==> src/rtl/codec_clock_regs.svh <==
// Purpose : register map, field positions, reset values and codes of the clock block
// Assumes : byte address of a register is four times its index
// Notes   : definitions only
`ifndef CODEC_CLOCK_REGS_SVH
`define CODEC_CLOCK_REGS_SVH

// ------------------------------------------------------------------
// register indices
// ------------------------------------------------------------------
`define IDX_CLOCK_ENABLE_CONTROL  8'h00
`define IDX_PLL_DENOMINATOR_HIGH  8'h01
`define IDX_PLL_DENOMINATOR_LOW   8'h02
`define IDX_PLL_NUMERATOR_HIGH    8'h03
`define IDX_PLL_NUMERATOR_LOW     8'h04
`define IDX_PLL_INTEGER_CONFIG    8'h05
`define IDX_PLL_SETTLED_STATUS    8'h06
`define IDX_CLOCK_OUTPUT_SELECT   8'h07
`define IDX_SYSTEM_CONFIG         8'h10
`define IDX_PROCESSING_PARAMETER  8'h11
`define IDX_IRQ_STATUS            8'h12
`define IDX_IRQ_MASK              8'h13
`define IDX_LAST_CLOCK_REG        8'h07

// ------------------------------------------------------------------
// fields
// ------------------------------------------------------------------
`define BIT_MAIN_CLOCK_GATE       0
`define BIT_CC_MDIV               1
`define BIT_CC_SDIV               2
`define BIT_MAIN_SOURCE_SELECT    3
`define BIT_PLL_ENABLE            7
`define BIT_PLL_TYPE              0
`define MSB_PRE_DIVIDE            2
`define LSB_PRE_DIVIDE            1
`define MSB_MULTIPLIER            6
`define LSB_MULTIPLIER            3
`define BIT_LOCK                  0
`define MSB_RATE_SELECT           2
`define BIT_DSP_CLOCK_ENABLE      0
`define MSB_DENSITY_OUTPUT        2
`define LSB_DENSITY_OUTPUT        1
`define BIT_PIN_CLOCK_MODE        3
`define BIT_IRQ_LOCK_GAINED       0
`define BIT_IRQ_LOCK_LOST         1
`define BIT_IRQ_WRITE_REJECTED    2

// ------------------------------------------------------------------
// values
// ------------------------------------------------------------------
`define RESET_BYTE                8'h00
`define MULTIPLIER_MIN            4'h2
`define MULTIPLIER_MAX            4'h8
`define RATE_X2                   3'h0
`define RATE_X1                   3'h1
`define RATE_DIV2                 3'h2
`define RATE_DIV4                 3'h3
`define RATE_DIV8                 3'h4
`define RATE_OFF                  3'h7
`define RESP_OKAY                 2'h0
`define RESP_SLVERR               2'h2

`endif

==> src/rtl/codec_clock_pkg.sv <==
// Purpose : types shared by the clock block and its users
// Assumes : nothing beyond the register header
// Notes   : constants live in codec_clock_regs.svh
package codec_clock_pkg;

  typedef struct packed {
    logic [15:0] denominator;
    logic [15:0] numerator;
    logic [3:0]  multiplier;
    logic [2:0]  input_divide_ratio;
    logic        fractional;
  } pll_setup_t;

  typedef enum logic [0:0] {
    bus_idle,
    bus_answer
  } bus_state_t;

endpackage : codec_clock_pkg

==> src/rtl/codec_clock_pll_config.sv <==
// Purpose : clock control, pll setup registers and clock output selector of the codec
// Assumes : master clock pins are asynchronous to aclk and far slower than 20 MHz
// Notes   : axi4-lite slave, one write and one read at a time, byte data in bits 7:0
//
// Register access over AXI4-Lite is this design's own decision.
`timescale 1ns/10ps
`include "codec_clock_regs.svh"

// Notes on behaviour
// - with main clock gate low only clock control, pll and clock output select registers take writes
// - main clock gate also enables the pll clock output
// - with main clock gate set, parameter writes are rejected while the dsp clock enable is low
// - 16-bit pll denominator, high byte index 1, low byte index 2, reset zero
// - 16-bit pll numerator, high byte index 3, low byte index 4, reset zero
// - multiplier in bits 6:3 codes 2 to 8; bit 0 picks integer or fractional
// - pre-divider bits 2:1 divide the pin clock by field plus one
// - lock status bit 0 is read-only, one when locked, resets to zero
// - rate select: x2, x1, half, quarter, eighth, and 111 held low
// - x1 and x2 output settings do not work while density output is on
// - the chosen clock reaches the shared pin only in clock-output mode
// - output clock is the x2 pin clock, the master clock, or the master clock divided by 2, 4 or 8
// - pll runs only when pll enable and main clock gate are both one
module codec_clock_pll_config
  import codec_clock_pkg::*;
#(
  parameter int ADDR_WIDTH = 12
) (
  input  wire logic                  aclk,
  input  wire logic                  aresetn,
  input  wire logic [ADDR_WIDTH-1:0] s_axi_awaddr,
  input  wire logic                  s_axi_awvalid,
  output      logic                  s_axi_awready,
  input  wire logic [31:0]           s_axi_wdata,
  input  wire logic [3:0]            s_axi_wstrb,
  input  wire logic                  s_axi_wvalid,
  output      logic                  s_axi_wready,
  output      logic [1:0]            s_axi_bresp,
  output      logic                  s_axi_bvalid,
  input  wire logic                  s_axi_bready,
  input  wire logic [ADDR_WIDTH-1:0] s_axi_araddr,
  input  wire logic                  s_axi_arvalid,
  output      logic                  s_axi_arready,
  output      logic [31:0]           s_axi_rdata,
  output      logic [1:0]            s_axi_rresp,
  output      logic                  s_axi_rvalid,
  input  wire logic                  s_axi_rready,
  input  wire logic                  master_clock_in,
  input  wire logic                  master_clock_x2_in,
  input  wire logic                  pll_lock_in,
  output      pll_setup_t            pll_setup,
  output      logic                  pll_setup_valid,
  output      logic                  pll_power_on,
  output      logic                  main_clock_gate,
  output      logic                  main_source_select,
  output      logic                  master_divide_one,
  output      logic                  core_divide_one,
  output      logic                  dsp_clock_enable,
  output      logic [1:0]            density_output_config,
  output      logic [7:0]            processing_parameter,
  output      logic                  shared_output_pin,
  output      logic                  shared_pin_clock_mode,
  output      logic                  irq
);

  // refused at elaboration: the index is taken from address bits 9:2
  // and a narrower bus could not reach the upper registers
  if (ADDR_WIDTH < 10) begin : g_width_check
    $error("ADDR_WIDTH too small for the register map");
  end

  // ------------------------------------------------------------------
  // helpers
  // ------------------------------------------------------------------
  function automatic logic [7:0] reg_index(input logic [ADDR_WIDTH-1:0] addr);
    reg_index = addr[9:2];
  endfunction : reg_index

  function automatic logic is_mapped(input logic [7:0] idx);
    is_mapped = (idx <= `IDX_LAST_CLOCK_REG) || (idx == `IDX_SYSTEM_CONFIG) ||
                (idx == `IDX_PROCESSING_PARAMETER) || (idx == `IDX_IRQ_STATUS) ||
                (idx == `IDX_IRQ_MASK);
  endfunction : is_mapped

  // ------------------------------------------------------------------
  // registers
  // ------------------------------------------------------------------
  logic [7:0]  clock_enable_control;
  logic [7:0]  pll_denominator_high;
  logic [7:0]  pll_denominator_low;
  logic [7:0]  pll_numerator_high;
  logic [7:0]  pll_numerator_low;
  logic [7:0]  pll_integer_config;
  logic [7:0]  clock_output_select;
  logic [7:0]  system_config;
  logic [2:0]  irq_status;
  logic [2:0]  irq_mask;
  logic        lock_meta;
  logic        lock_sync;
  logic        lock_prev;
  logic [2:1]  mclk_meta;
  logic [2:1]  mclk_sync;
  logic        mclk_prev;
  logic [2:0]  div_count;
  bus_state_t  wr_state;
  logic        aw_held;
  logic        w_held;
  logic [7:0]  wr_idx;
  logic [7:0]  wr_byte;
  logic        wr_lane;

  // ------------------------------------------------------------------
  // write channel
  // ------------------------------------------------------------------
  logic        do_write;
  logic        wr_ok;
  logic        wr_rejected;
  logic        gate_on;
  logic        clock_side_reg;

  assign gate_on        = clock_enable_control[`BIT_MAIN_CLOCK_GATE];
  assign do_write       = aw_held && w_held && (wr_state == bus_idle);
  assign clock_side_reg = (wr_idx <= `IDX_LAST_CLOCK_REG);
  // parameter writes need both the main clock and the dsp clock running
  assign wr_rejected    = do_write && is_mapped(wr_idx) &&
                          ((!gate_on && !clock_side_reg) ||
                           (gate_on && !system_config[`BIT_DSP_CLOCK_ENABLE] &&
                            wr_idx == `IDX_PROCESSING_PARAMETER));
  assign wr_ok          = do_write && is_mapped(wr_idx) && !wr_rejected && wr_lane;

  always_ff @(posedge aclk) begin
    if (!aresetn) begin
      s_axi_awready <= 1'b0;
      aw_held       <= 1'b0;
      wr_idx        <= 8'h00;
    end else if (s_axi_awvalid && s_axi_awready) begin
      s_axi_awready <= 1'b0;
      aw_held       <= 1'b1;
      wr_idx        <= reg_index(s_axi_awaddr);
    end else if (do_write) begin
      aw_held       <= 1'b0;
    end else if (!aw_held && wr_state == bus_idle) begin
      s_axi_awready <= 1'b1;
    end
  end

  always_ff @(posedge aclk) begin
    if (!aresetn) begin
      s_axi_wready <= 1'b0;
      w_held       <= 1'b0;
      wr_byte      <= `RESET_BYTE;
      wr_lane      <= 1'b0;
    end else if (s_axi_wvalid && s_axi_wready) begin
      s_axi_wready <= 1'b0;
      w_held       <= 1'b1;
      wr_byte      <= s_axi_wdata[7:0];
      wr_lane      <= s_axi_wstrb[0];
    end else if (do_write) begin
      w_held       <= 1'b0;
    end else if (!w_held && wr_state == bus_idle) begin
      s_axi_wready <= 1'b1;
    end
  end

  always_ff @(posedge aclk) begin
    if (!aresetn) begin
      wr_state     <= bus_idle;
      s_axi_bvalid <= 1'b0;
      s_axi_bresp  <= `RESP_OKAY;
    end else begin
      case (wr_state)
        bus_idle: begin
          if (do_write) begin
            wr_state     <= bus_answer;
            s_axi_bvalid <= 1'b1;
            // a gated write still answers okay
            s_axi_bresp  <= is_mapped(wr_idx) ? `RESP_OKAY : `RESP_SLVERR;
          end
        end
        bus_answer: begin
          if (s_axi_bready) begin
            wr_state     <= bus_idle;
            s_axi_bvalid <= 1'b0;
          end
        end
        default: wr_state <= bus_idle;
      endcase
    end
  end

  // ------------------------------------------------------------------
  // register storage
  // ------------------------------------------------------------------
  always_ff @(posedge aclk) begin
    if (!aresetn) begin
      clock_enable_control <= `RESET_BYTE;
      pll_denominator_high <= `RESET_BYTE;
      pll_denominator_low  <= `RESET_BYTE;
      pll_numerator_high   <= `RESET_BYTE;
      pll_numerator_low    <= `RESET_BYTE;
      pll_integer_config   <= `RESET_BYTE;
      clock_output_select  <= `RESET_BYTE;
      system_config        <= `RESET_BYTE;
      processing_parameter <= `RESET_BYTE;
      irq_mask             <= 3'h0;
    end else if (wr_ok) begin
      if (wr_idx == `IDX_CLOCK_ENABLE_CONTROL) begin
        clock_enable_control <= wr_byte;
      end else if (wr_idx == `IDX_PLL_DENOMINATOR_HIGH) begin
        pll_denominator_high <= wr_byte;
      end else if (wr_idx == `IDX_PLL_DENOMINATOR_LOW) begin
        pll_denominator_low  <= wr_byte;
      end else if (wr_idx == `IDX_PLL_NUMERATOR_HIGH) begin
        pll_numerator_high   <= wr_byte;
      end else if (wr_idx == `IDX_PLL_NUMERATOR_LOW) begin
        pll_numerator_low    <= wr_byte;
      end else if (wr_idx == `IDX_PLL_INTEGER_CONFIG) begin
        pll_integer_config   <= {1'b0, wr_byte[6:0]};
      end else if (wr_idx == `IDX_CLOCK_OUTPUT_SELECT) begin
        clock_output_select  <= {5'h00, wr_byte[`MSB_RATE_SELECT:0]};
      end else if (wr_idx == `IDX_SYSTEM_CONFIG) begin
        system_config        <= {4'h0, wr_byte[3:0]};
      end else if (wr_idx == `IDX_PROCESSING_PARAMETER) begin
        processing_parameter <= wr_byte;
      end else if (wr_idx == `IDX_IRQ_MASK) begin
        irq_mask             <= wr_byte[2:0];
      end
    end
  end

  // ------------------------------------------------------------------
  // lock flag and interrupts
  // ------------------------------------------------------------------
  always_ff @(posedge aclk) begin
    if (!aresetn) begin
      lock_meta <= 1'b0;
      lock_sync <= 1'b0;
      lock_prev <= 1'b0;
    end else begin
      lock_meta <= pll_lock_in;
      lock_sync <= lock_meta;
      lock_prev <= lock_sync;
    end
  end

  logic [2:0] irq_events;
  logic [2:0] irq_clear;

  assign irq_events = {wr_rejected, lock_prev && !lock_sync, lock_sync && !lock_prev};
  assign irq_clear  = (wr_ok && wr_idx == `IDX_IRQ_STATUS) ? wr_byte[2:0] : 3'h0;

  // an event in the clearing cycle survives the clear
  always_ff @(posedge aclk) begin
    if (!aresetn) begin
      irq_status <= 3'h0;
      irq       <= 1'b0;
    end else begin
      irq_status <= (irq_status & ~irq_clear) | irq_events;
      irq        <= |(((irq_status & ~irq_clear) | irq_events) & irq_mask);
    end
  end

  // ------------------------------------------------------------------
  // read channel
  // ------------------------------------------------------------------
  logic [7:0] rd_byte;
  logic [7:0] rd_idx;

  assign rd_idx = reg_index(s_axi_araddr);

  always_comb begin
    rd_byte = 8'h00;
    if (rd_idx == `IDX_CLOCK_ENABLE_CONTROL) begin
      rd_byte = clock_enable_control;
    end else if (rd_idx == `IDX_PLL_DENOMINATOR_HIGH) begin
      rd_byte = pll_denominator_high;
    end else if (rd_idx == `IDX_PLL_DENOMINATOR_LOW) begin
      rd_byte = pll_denominator_low;
    end else if (rd_idx == `IDX_PLL_NUMERATOR_HIGH) begin
      rd_byte = pll_numerator_high;
    end else if (rd_idx == `IDX_PLL_NUMERATOR_LOW) begin
      rd_byte = pll_numerator_low;
    end else if (rd_idx == `IDX_PLL_INTEGER_CONFIG) begin
      rd_byte = pll_integer_config;
    end else if (rd_idx == `IDX_PLL_SETTLED_STATUS) begin
      rd_byte = {7'h00, lock_sync};
    end else if (rd_idx == `IDX_CLOCK_OUTPUT_SELECT) begin
      rd_byte = clock_output_select;
    end else if (rd_idx == `IDX_SYSTEM_CONFIG) begin
      rd_byte = system_config;
    end else if (rd_idx == `IDX_PROCESSING_PARAMETER) begin
      rd_byte = processing_parameter;
    end else if (rd_idx == `IDX_IRQ_STATUS) begin
      rd_byte = {5'h00, irq_status};
    end else if (rd_idx == `IDX_IRQ_MASK) begin
      rd_byte = {5'h00, irq_mask};
    end
  end

  always_ff @(posedge aclk) begin
    if (!aresetn) begin
      s_axi_arready <= 1'b0;
      s_axi_rvalid  <= 1'b0;
      s_axi_rdata   <= 32'h0000_0000;
      s_axi_rresp   <= `RESP_OKAY;
    end else if (s_axi_arvalid && s_axi_arready) begin
      s_axi_arready <= 1'b0;
      s_axi_rvalid  <= 1'b1;
      s_axi_rdata   <= {24'h00_0000, rd_byte};
      s_axi_rresp   <= is_mapped(rd_idx) ? `RESP_OKAY : `RESP_SLVERR;
    end else if (s_axi_rvalid) begin
      if (s_axi_rready) begin
        s_axi_rvalid <= 1'b0;
      end
    end else begin
      s_axi_arready <= 1'b1;
    end
  end

  // ------------------------------------------------------------------
  // pll and clock control outputs
  // ------------------------------------------------------------------
  always_ff @(posedge aclk) begin
    if (!aresetn) begin
      pll_setup             <= '0;
      pll_setup_valid       <= 1'b0;
      pll_power_on          <= 1'b0;
      main_clock_gate       <= 1'b0;
      main_source_select    <= 1'b0;
      master_divide_one     <= 1'b0;
      core_divide_one       <= 1'b0;
      dsp_clock_enable      <= 1'b0;
      density_output_config <= 2'h0;
      shared_pin_clock_mode <= 1'b0;
    end else begin
      pll_setup.denominator <= {pll_denominator_high, pll_denominator_low};
      pll_setup.numerator   <= {pll_numerator_high, pll_numerator_low};
      pll_setup.multiplier  <= pll_integer_config[`MSB_MULTIPLIER:`LSB_MULTIPLIER];
      pll_setup.fractional  <= pll_integer_config[`BIT_PLL_TYPE];
      pll_setup.input_divide_ratio <=
        {1'b0, pll_integer_config[`MSB_PRE_DIVIDE:`LSB_PRE_DIVIDE]} + 3'h1;
      pll_setup_valid <=
        (pll_integer_config[`MSB_MULTIPLIER:`LSB_MULTIPLIER] >= `MULTIPLIER_MIN) &&
        (pll_integer_config[`MSB_MULTIPLIER:`LSB_MULTIPLIER] <= `MULTIPLIER_MAX);
      pll_power_on <= clock_enable_control[`BIT_PLL_ENABLE] && gate_on;
      main_clock_gate       <= gate_on;
      main_source_select    <= clock_enable_control[`BIT_MAIN_SOURCE_SELECT];
      master_divide_one     <= clock_enable_control[`BIT_CC_MDIV];
      core_divide_one       <= clock_enable_control[`BIT_CC_SDIV];
      dsp_clock_enable      <= system_config[`BIT_DSP_CLOCK_ENABLE];
      density_output_config <= system_config[`MSB_DENSITY_OUTPUT:`LSB_DENSITY_OUTPUT];
      shared_pin_clock_mode <= system_config[`BIT_PIN_CLOCK_MODE];
    end
  end

  // ------------------------------------------------------------------
  // clock output generator
  // ------------------------------------------------------------------
  // the divided rates are built from sampled master clock edges, so jitter
  // of one aclk period is the price of staying in one clock domain
  always_ff @(posedge aclk) begin
    if (!aresetn) begin
      mclk_meta <= 2'h0;
      mclk_sync <= 2'h0;
      mclk_prev <= 1'b0;
      div_count <= 3'h0;
    end else begin
      mclk_meta <= {master_clock_x2_in, master_clock_in};
      mclk_sync <= mclk_meta;
      mclk_prev <= mclk_sync[1];
      if (!gate_on) begin
        div_count <= 3'h0;
      end else if (mclk_sync[1] && !mclk_prev) begin
        div_count <= div_count + 3'h1;
      end
    end
  end

  logic [2:0] rate_sel;
  logic       rate_clock;

  assign rate_sel = clock_output_select[`MSB_RATE_SELECT:0];

  always_comb begin
    rate_clock = 1'b0;
    case (rate_sel)
      `RATE_X2:   rate_clock = mclk_sync[2];
      `RATE_X1:   rate_clock = mclk_sync[1];
      `RATE_DIV2: rate_clock = div_count[0];
      `RATE_DIV4: rate_clock = div_count[1];
      `RATE_DIV8: rate_clock = div_count[2];
      default:    rate_clock = 1'b0;
    endcase
    if (density_output_config != 2'h0 && (rate_sel == `RATE_X2 || rate_sel == `RATE_X1)) begin
      rate_clock = 1'b0;
    end
  end

  always_ff @(posedge aclk) begin
    if (!aresetn) begin
      shared_output_pin <= 1'b0;
    end else begin
      shared_output_pin <= rate_clock && gate_on &&
                           system_config[`BIT_PIN_CLOCK_MODE];
    end
  end

endmodule : codec_clock_pll_config

==> config.mk <==
export PLATFORM = sky130hd
export DESIGN_NAME = codec_clock_pll_config
export DESIGN_NICKNAME = d
export VERILOG_FILES = /design/src/rtl/codec_clock_pkg.sv /design/src/rtl/codec_clock_pll_config.sv
export VERILOG_INCLUDE_DIRS = /design/src /design/src/rtl
export SDC_FILE = /design/constraint.sdc
export NUM_CORES = 1
export LEC_CHECK = 0
export ABC_AREA = 0
export ABC_CLOCK_PERIOD_IN_PS = 4100
export BUFFER_PORTS_ARGS = -buffer_cell sky130_fd_sc_hd__buf_2
export CAP_MARGIN = 15
export CORE_MARGIN = 5
export CORE_UTILIZATION = 55
export DETAILED_ROUTE_END_ITERATION = 6
export PLACE_DENSITY_LB_ADDON = 0.12
export SLEW_MARGIN = 20
export SYNTH_ARGS = -nofsm -noshare
export SYNTH_HDL_FRONTEND = slang
export SYNTH_SLANG_ARGS = --single-unit
==> constraint.sdc <==
create_clock -name aclk -period 4.1 [get_ports aclk]
set_input_delay 0.205 -clock aclk [delete_from_list [all_inputs] [get_ports aclk]]
set_output_delay 0.205 -clock aclk [all_outputs]
set_load 0.01 [all_outputs]
==> impl_metrics.env <==
export IMPL_status="complete, no violations"
export IMPL_async_reset_ff_frac=0
export IMPL_drive_gt1_frac=0.2057
export IMPL_io_buffers=109
export IMPL_m1WireLength_um=6726
export IMPL_arrival_ps=2450
export IMPL_grt_use_total=0.2226
export IMPL_die_h_um=119.5
export IMPL_clock_sinks=166
export IMPL_crit_fanout=16
export IMPL_rsz0062_at_grt="no"
export IMPL_tightest_slew_ps=888.2
export IMPL_cts_setup_buffers=0
export IMPL_grt_pass1_vias=5057
export IMPL_path_cells="or4_4, nor2_4, nand4b_1, nand3_1, o21ai_0"
export IMPL_cp_slowest_cell="or4_4"
export IMPL_row_count=40
export IMPL_root_buffer="clkbuf_16"
export IMPL_nNetsFinal=863
export IMPL_io_pins=171
export IMPL_syn_area_per_cell_um2=9.503
export IMPL_synth_xor_area_frac=0.002656
export IMPL_path_delay_family="simple AND/OR/NAND/NOR gates"
export IMPL_coreArea_um2=11860
export IMPL_grt_start_max_net_pins=122
export IMPL_setup_worst_path_end_class="register"
export IMPL_p_leak_nw=3.556
export IMPL_min_path_cells=3
export IMPL_diodes=0
export IMPL_fp_dieArea_um2=14280
export IMPL_peakVddDrop_mv=0.2338
export IMPL_wl_um=15600
export IMPL_initial_core_util=0.5560
export IMPL_cts_buffers=17
export IMPL_clk_pin_slew_ps=60
export IMPL_vias=5084
export IMPL_fillers=993
export IMPL_maxCapViolCount=0
export IMPL_ctsLongestPathBuffers=2
export IMPL_wl_per_cell_um=16.44
export IMPL_clock_skew_ps=5.469
export IMPL_die_x_um=119.5
export IMPL_antenna_found_initial=0
export IMPL_maxSlewHeadroom=0.4079
export IMPL_synth_adder_area_share=0.003794
export IMPL_min_path_type="in2reg"
export IMPL_vias_per_cell=5.357
export IMPL_synth_compound_area_frac=0.1138
export IMPL_ys_seq_area_frac=0.5039
export IMPL_dr_wl_met3_um=924
export IMPL_synth_area_um2=6595
export IMPL_worst_path_stages=5
export IMPL_cts_tree="built"
export IMPL_grt_pass1_wl_um=25050
export IMPL_tns_ps=0
export IMPL_hold_violations=0
export IMPL_start_kind="register"
export IMPL_total_power_mw=3.401
export IMPL_met2RoutedLength_um=7493
export IMPL_top_layer="met4"
export IMPL_muxShareOfSynthArea=0.1038
export IMPL_reg2reg_depth=5
export IMPL_synth_cell_types=69
export IMPL_setup_viol=0
export IMPL_crit_type="reg2reg"
export IMPL_drc=0
export IMPL_synth_top_family_by_area="simple AND/OR/NAND/NOR gates"
export IMPL_place_congestion=0.8204
export IMPL_antenna_left=0
export IMPL_synthSimpleGateAreaFrac=0.1928
export IMPL_maxSlewViolCount=0
export IMPL_insertion_delay_ps=430
export IMPL_area_delta_synth_final_pct=16.43
export IMPL_cp_required_ps=4390
export IMPL_ff2ff_setup_slack_ps=1940
export IMPL_synthFlopType="dfxtp_1"
export IMPL_first_iter_violations=329
export IMPL_synth_enable_flop_cells=0
export IMPL_firstDrtPassIters=5
export IMPL_synth_cells=694
export IMPL_fin_crit_ps=2162
export IMPL_overflow=0
export IMPL_fmax_mhz=462.6
export IMPL_synth_seq_cells=166
export IMPL_ys_warnings_count=0
export IMPL_critPathMaxStageDelay_ps=580
export IMPL_power_density_nw_per_um2=443.0
export IMPL_dpl_hpwl_um=10860
export IMPL_htreeDepth=4
export IMPL_fin_crit_sh=0.5272
export IMPL_crit_buf_inv=0
-- timing repair --
action	4_1_cts	5_1_grt
endpoints found under the hold margin	3	0
gates resized for setup	0	0
hold buffers	3	0
-- path summary, 6_finish.rpt --
check,startpoint,to
setup / recovery,wr_idx[7],clock_enable_control[4]
hold / removal,s_axi_wdata[5],wr_byte[5]
setup reg to reg,wr_idx[7],clock_enable_control[4]
hold reg to reg,lock_meta,lock_sync
-- final cells by class --
class	count	area [µm²]	area share
Sequential cell	166	3323	0.4328
Multi-Input combinational cell	454	2846	0.3707
Timing Repair Buffer	114	603.1	0.07854
Clock inverter	9	128.9	0.01678
Clock buffer	21	450.4	0.05866
Inverter	38	142.6	0.01858
Tap cell	147	183.9	0.02395
-- power by group --
part | switching (mW) | total [mW] | internal [mW] | leakage (nW)
Clock | 0.619 | 1.58 | 0.964 | 0.279
Combinational | 0.108 | 0.166 | 0.0586 | 1.94
Sequential | 0.0182 | 1.65 | 1.63 | 1.34
Total | 0.745 | 3.40 | 2.66 | 3.56
-- state kept, by name (all words and copies together) (netlist names), 2 cells and up --
name and cells:
clock_enable_control 8, clock_output_select 3, density_output_config 2, div_count 3
irq_mask 3, irq_status 3, mclk_meta 2, mclk_sync 2
pll_denominator_high 8, pll_denominator_low 8, pll_integer_config 7, pll_numerator_high 8
pll_numerator_low 8, pll_setup 40, processing_parameter 8, s_axi_rdata 8
system_config 4, wr_byte 8, wr_idx 8
-- cells in the mapped netlist (6+ instances only) --
cell	count	share of area
buf_4	26	0.030
nor2_1	17	0.0097
nand3_1	18	0.014
and2_1	26	0.025
nand2b_1	6	0.0057
inv_1	38	0.022
nand2_1	118	0.067
a22oi_1	6	0.0068
a21oi_1	17	0.013
clkbuf_1	24	0.014
o21ai_0	35	0.027
nor2b_1	18	0.017
a21boi_0	23	0.026
nor3_1	8	0.0061
dfxtp_1	166	0.50
mux2i_1	56	0.085
-- stage by stage --
| stage | cells | setup slack [ps] | hold WS, ps | utilization | instance area [µm²] |
|---|---|---|---|---|---|
| 2_1_floorplan | 719 | 2187 | 332.3 | - | 6689 |
| 3_3_place_gp | 916 | 1882 | 410.8 | 0.5960 | 7069 |
| 3_5_place_dp | 916 | 1863 | 416.7 | 0.5960 | 7069 |
| 4_1_cts | 949 | 1931 | 17.92 | 0.6474 | 7679 |
| 5_1_grt | 949 | 1743 | 17.30 | 0.6474 | 7679 |
| 6_report | 949 | 1938 | 25.75 | 0.6474 | 7679 |
-- cells by family (layout without fill, tap and decap cells) --
logic type                 Yosys count  count (layout)
and+or+nand+nor                    247             247
DFF                                166             166
AOI/OAI and AO/OA                  113             113
buffers and inverters               99             182
muxes                               64              64
adders and majority gates            2               2
xor gates and xnor gates             2               2
other                                1              26
-- layout by cell type, fill, tap and decap left out, types with 18 or more instances in the layout --
cell type  instances
conb_1            26
nand3_1           18
and2_1            26
inv_1             38
buf_2            109
o21ai_0           35
mux2i_1           56
nor2b_1           18
dfxtp_1          166
nand2_1          118
a21boi_0          23
-- worst reg2reg max path, stage by stage, from the launching register on --
cell      delay [ps]
dfxtp_1          310
or4_4            580
nor2_4           200
nand4b_1         550
nand3_1          280
o21ai_0          110
-- per-layer routing --
metal / vias up / track usage
li1: 2478 / -
met1: 2406 / 0.2645
met2: 161 / 0.3764
met3: 39 / 0.05938
met4: 0 / 0.1024
met5: - / 0
(Power assumes the default switching activity.)
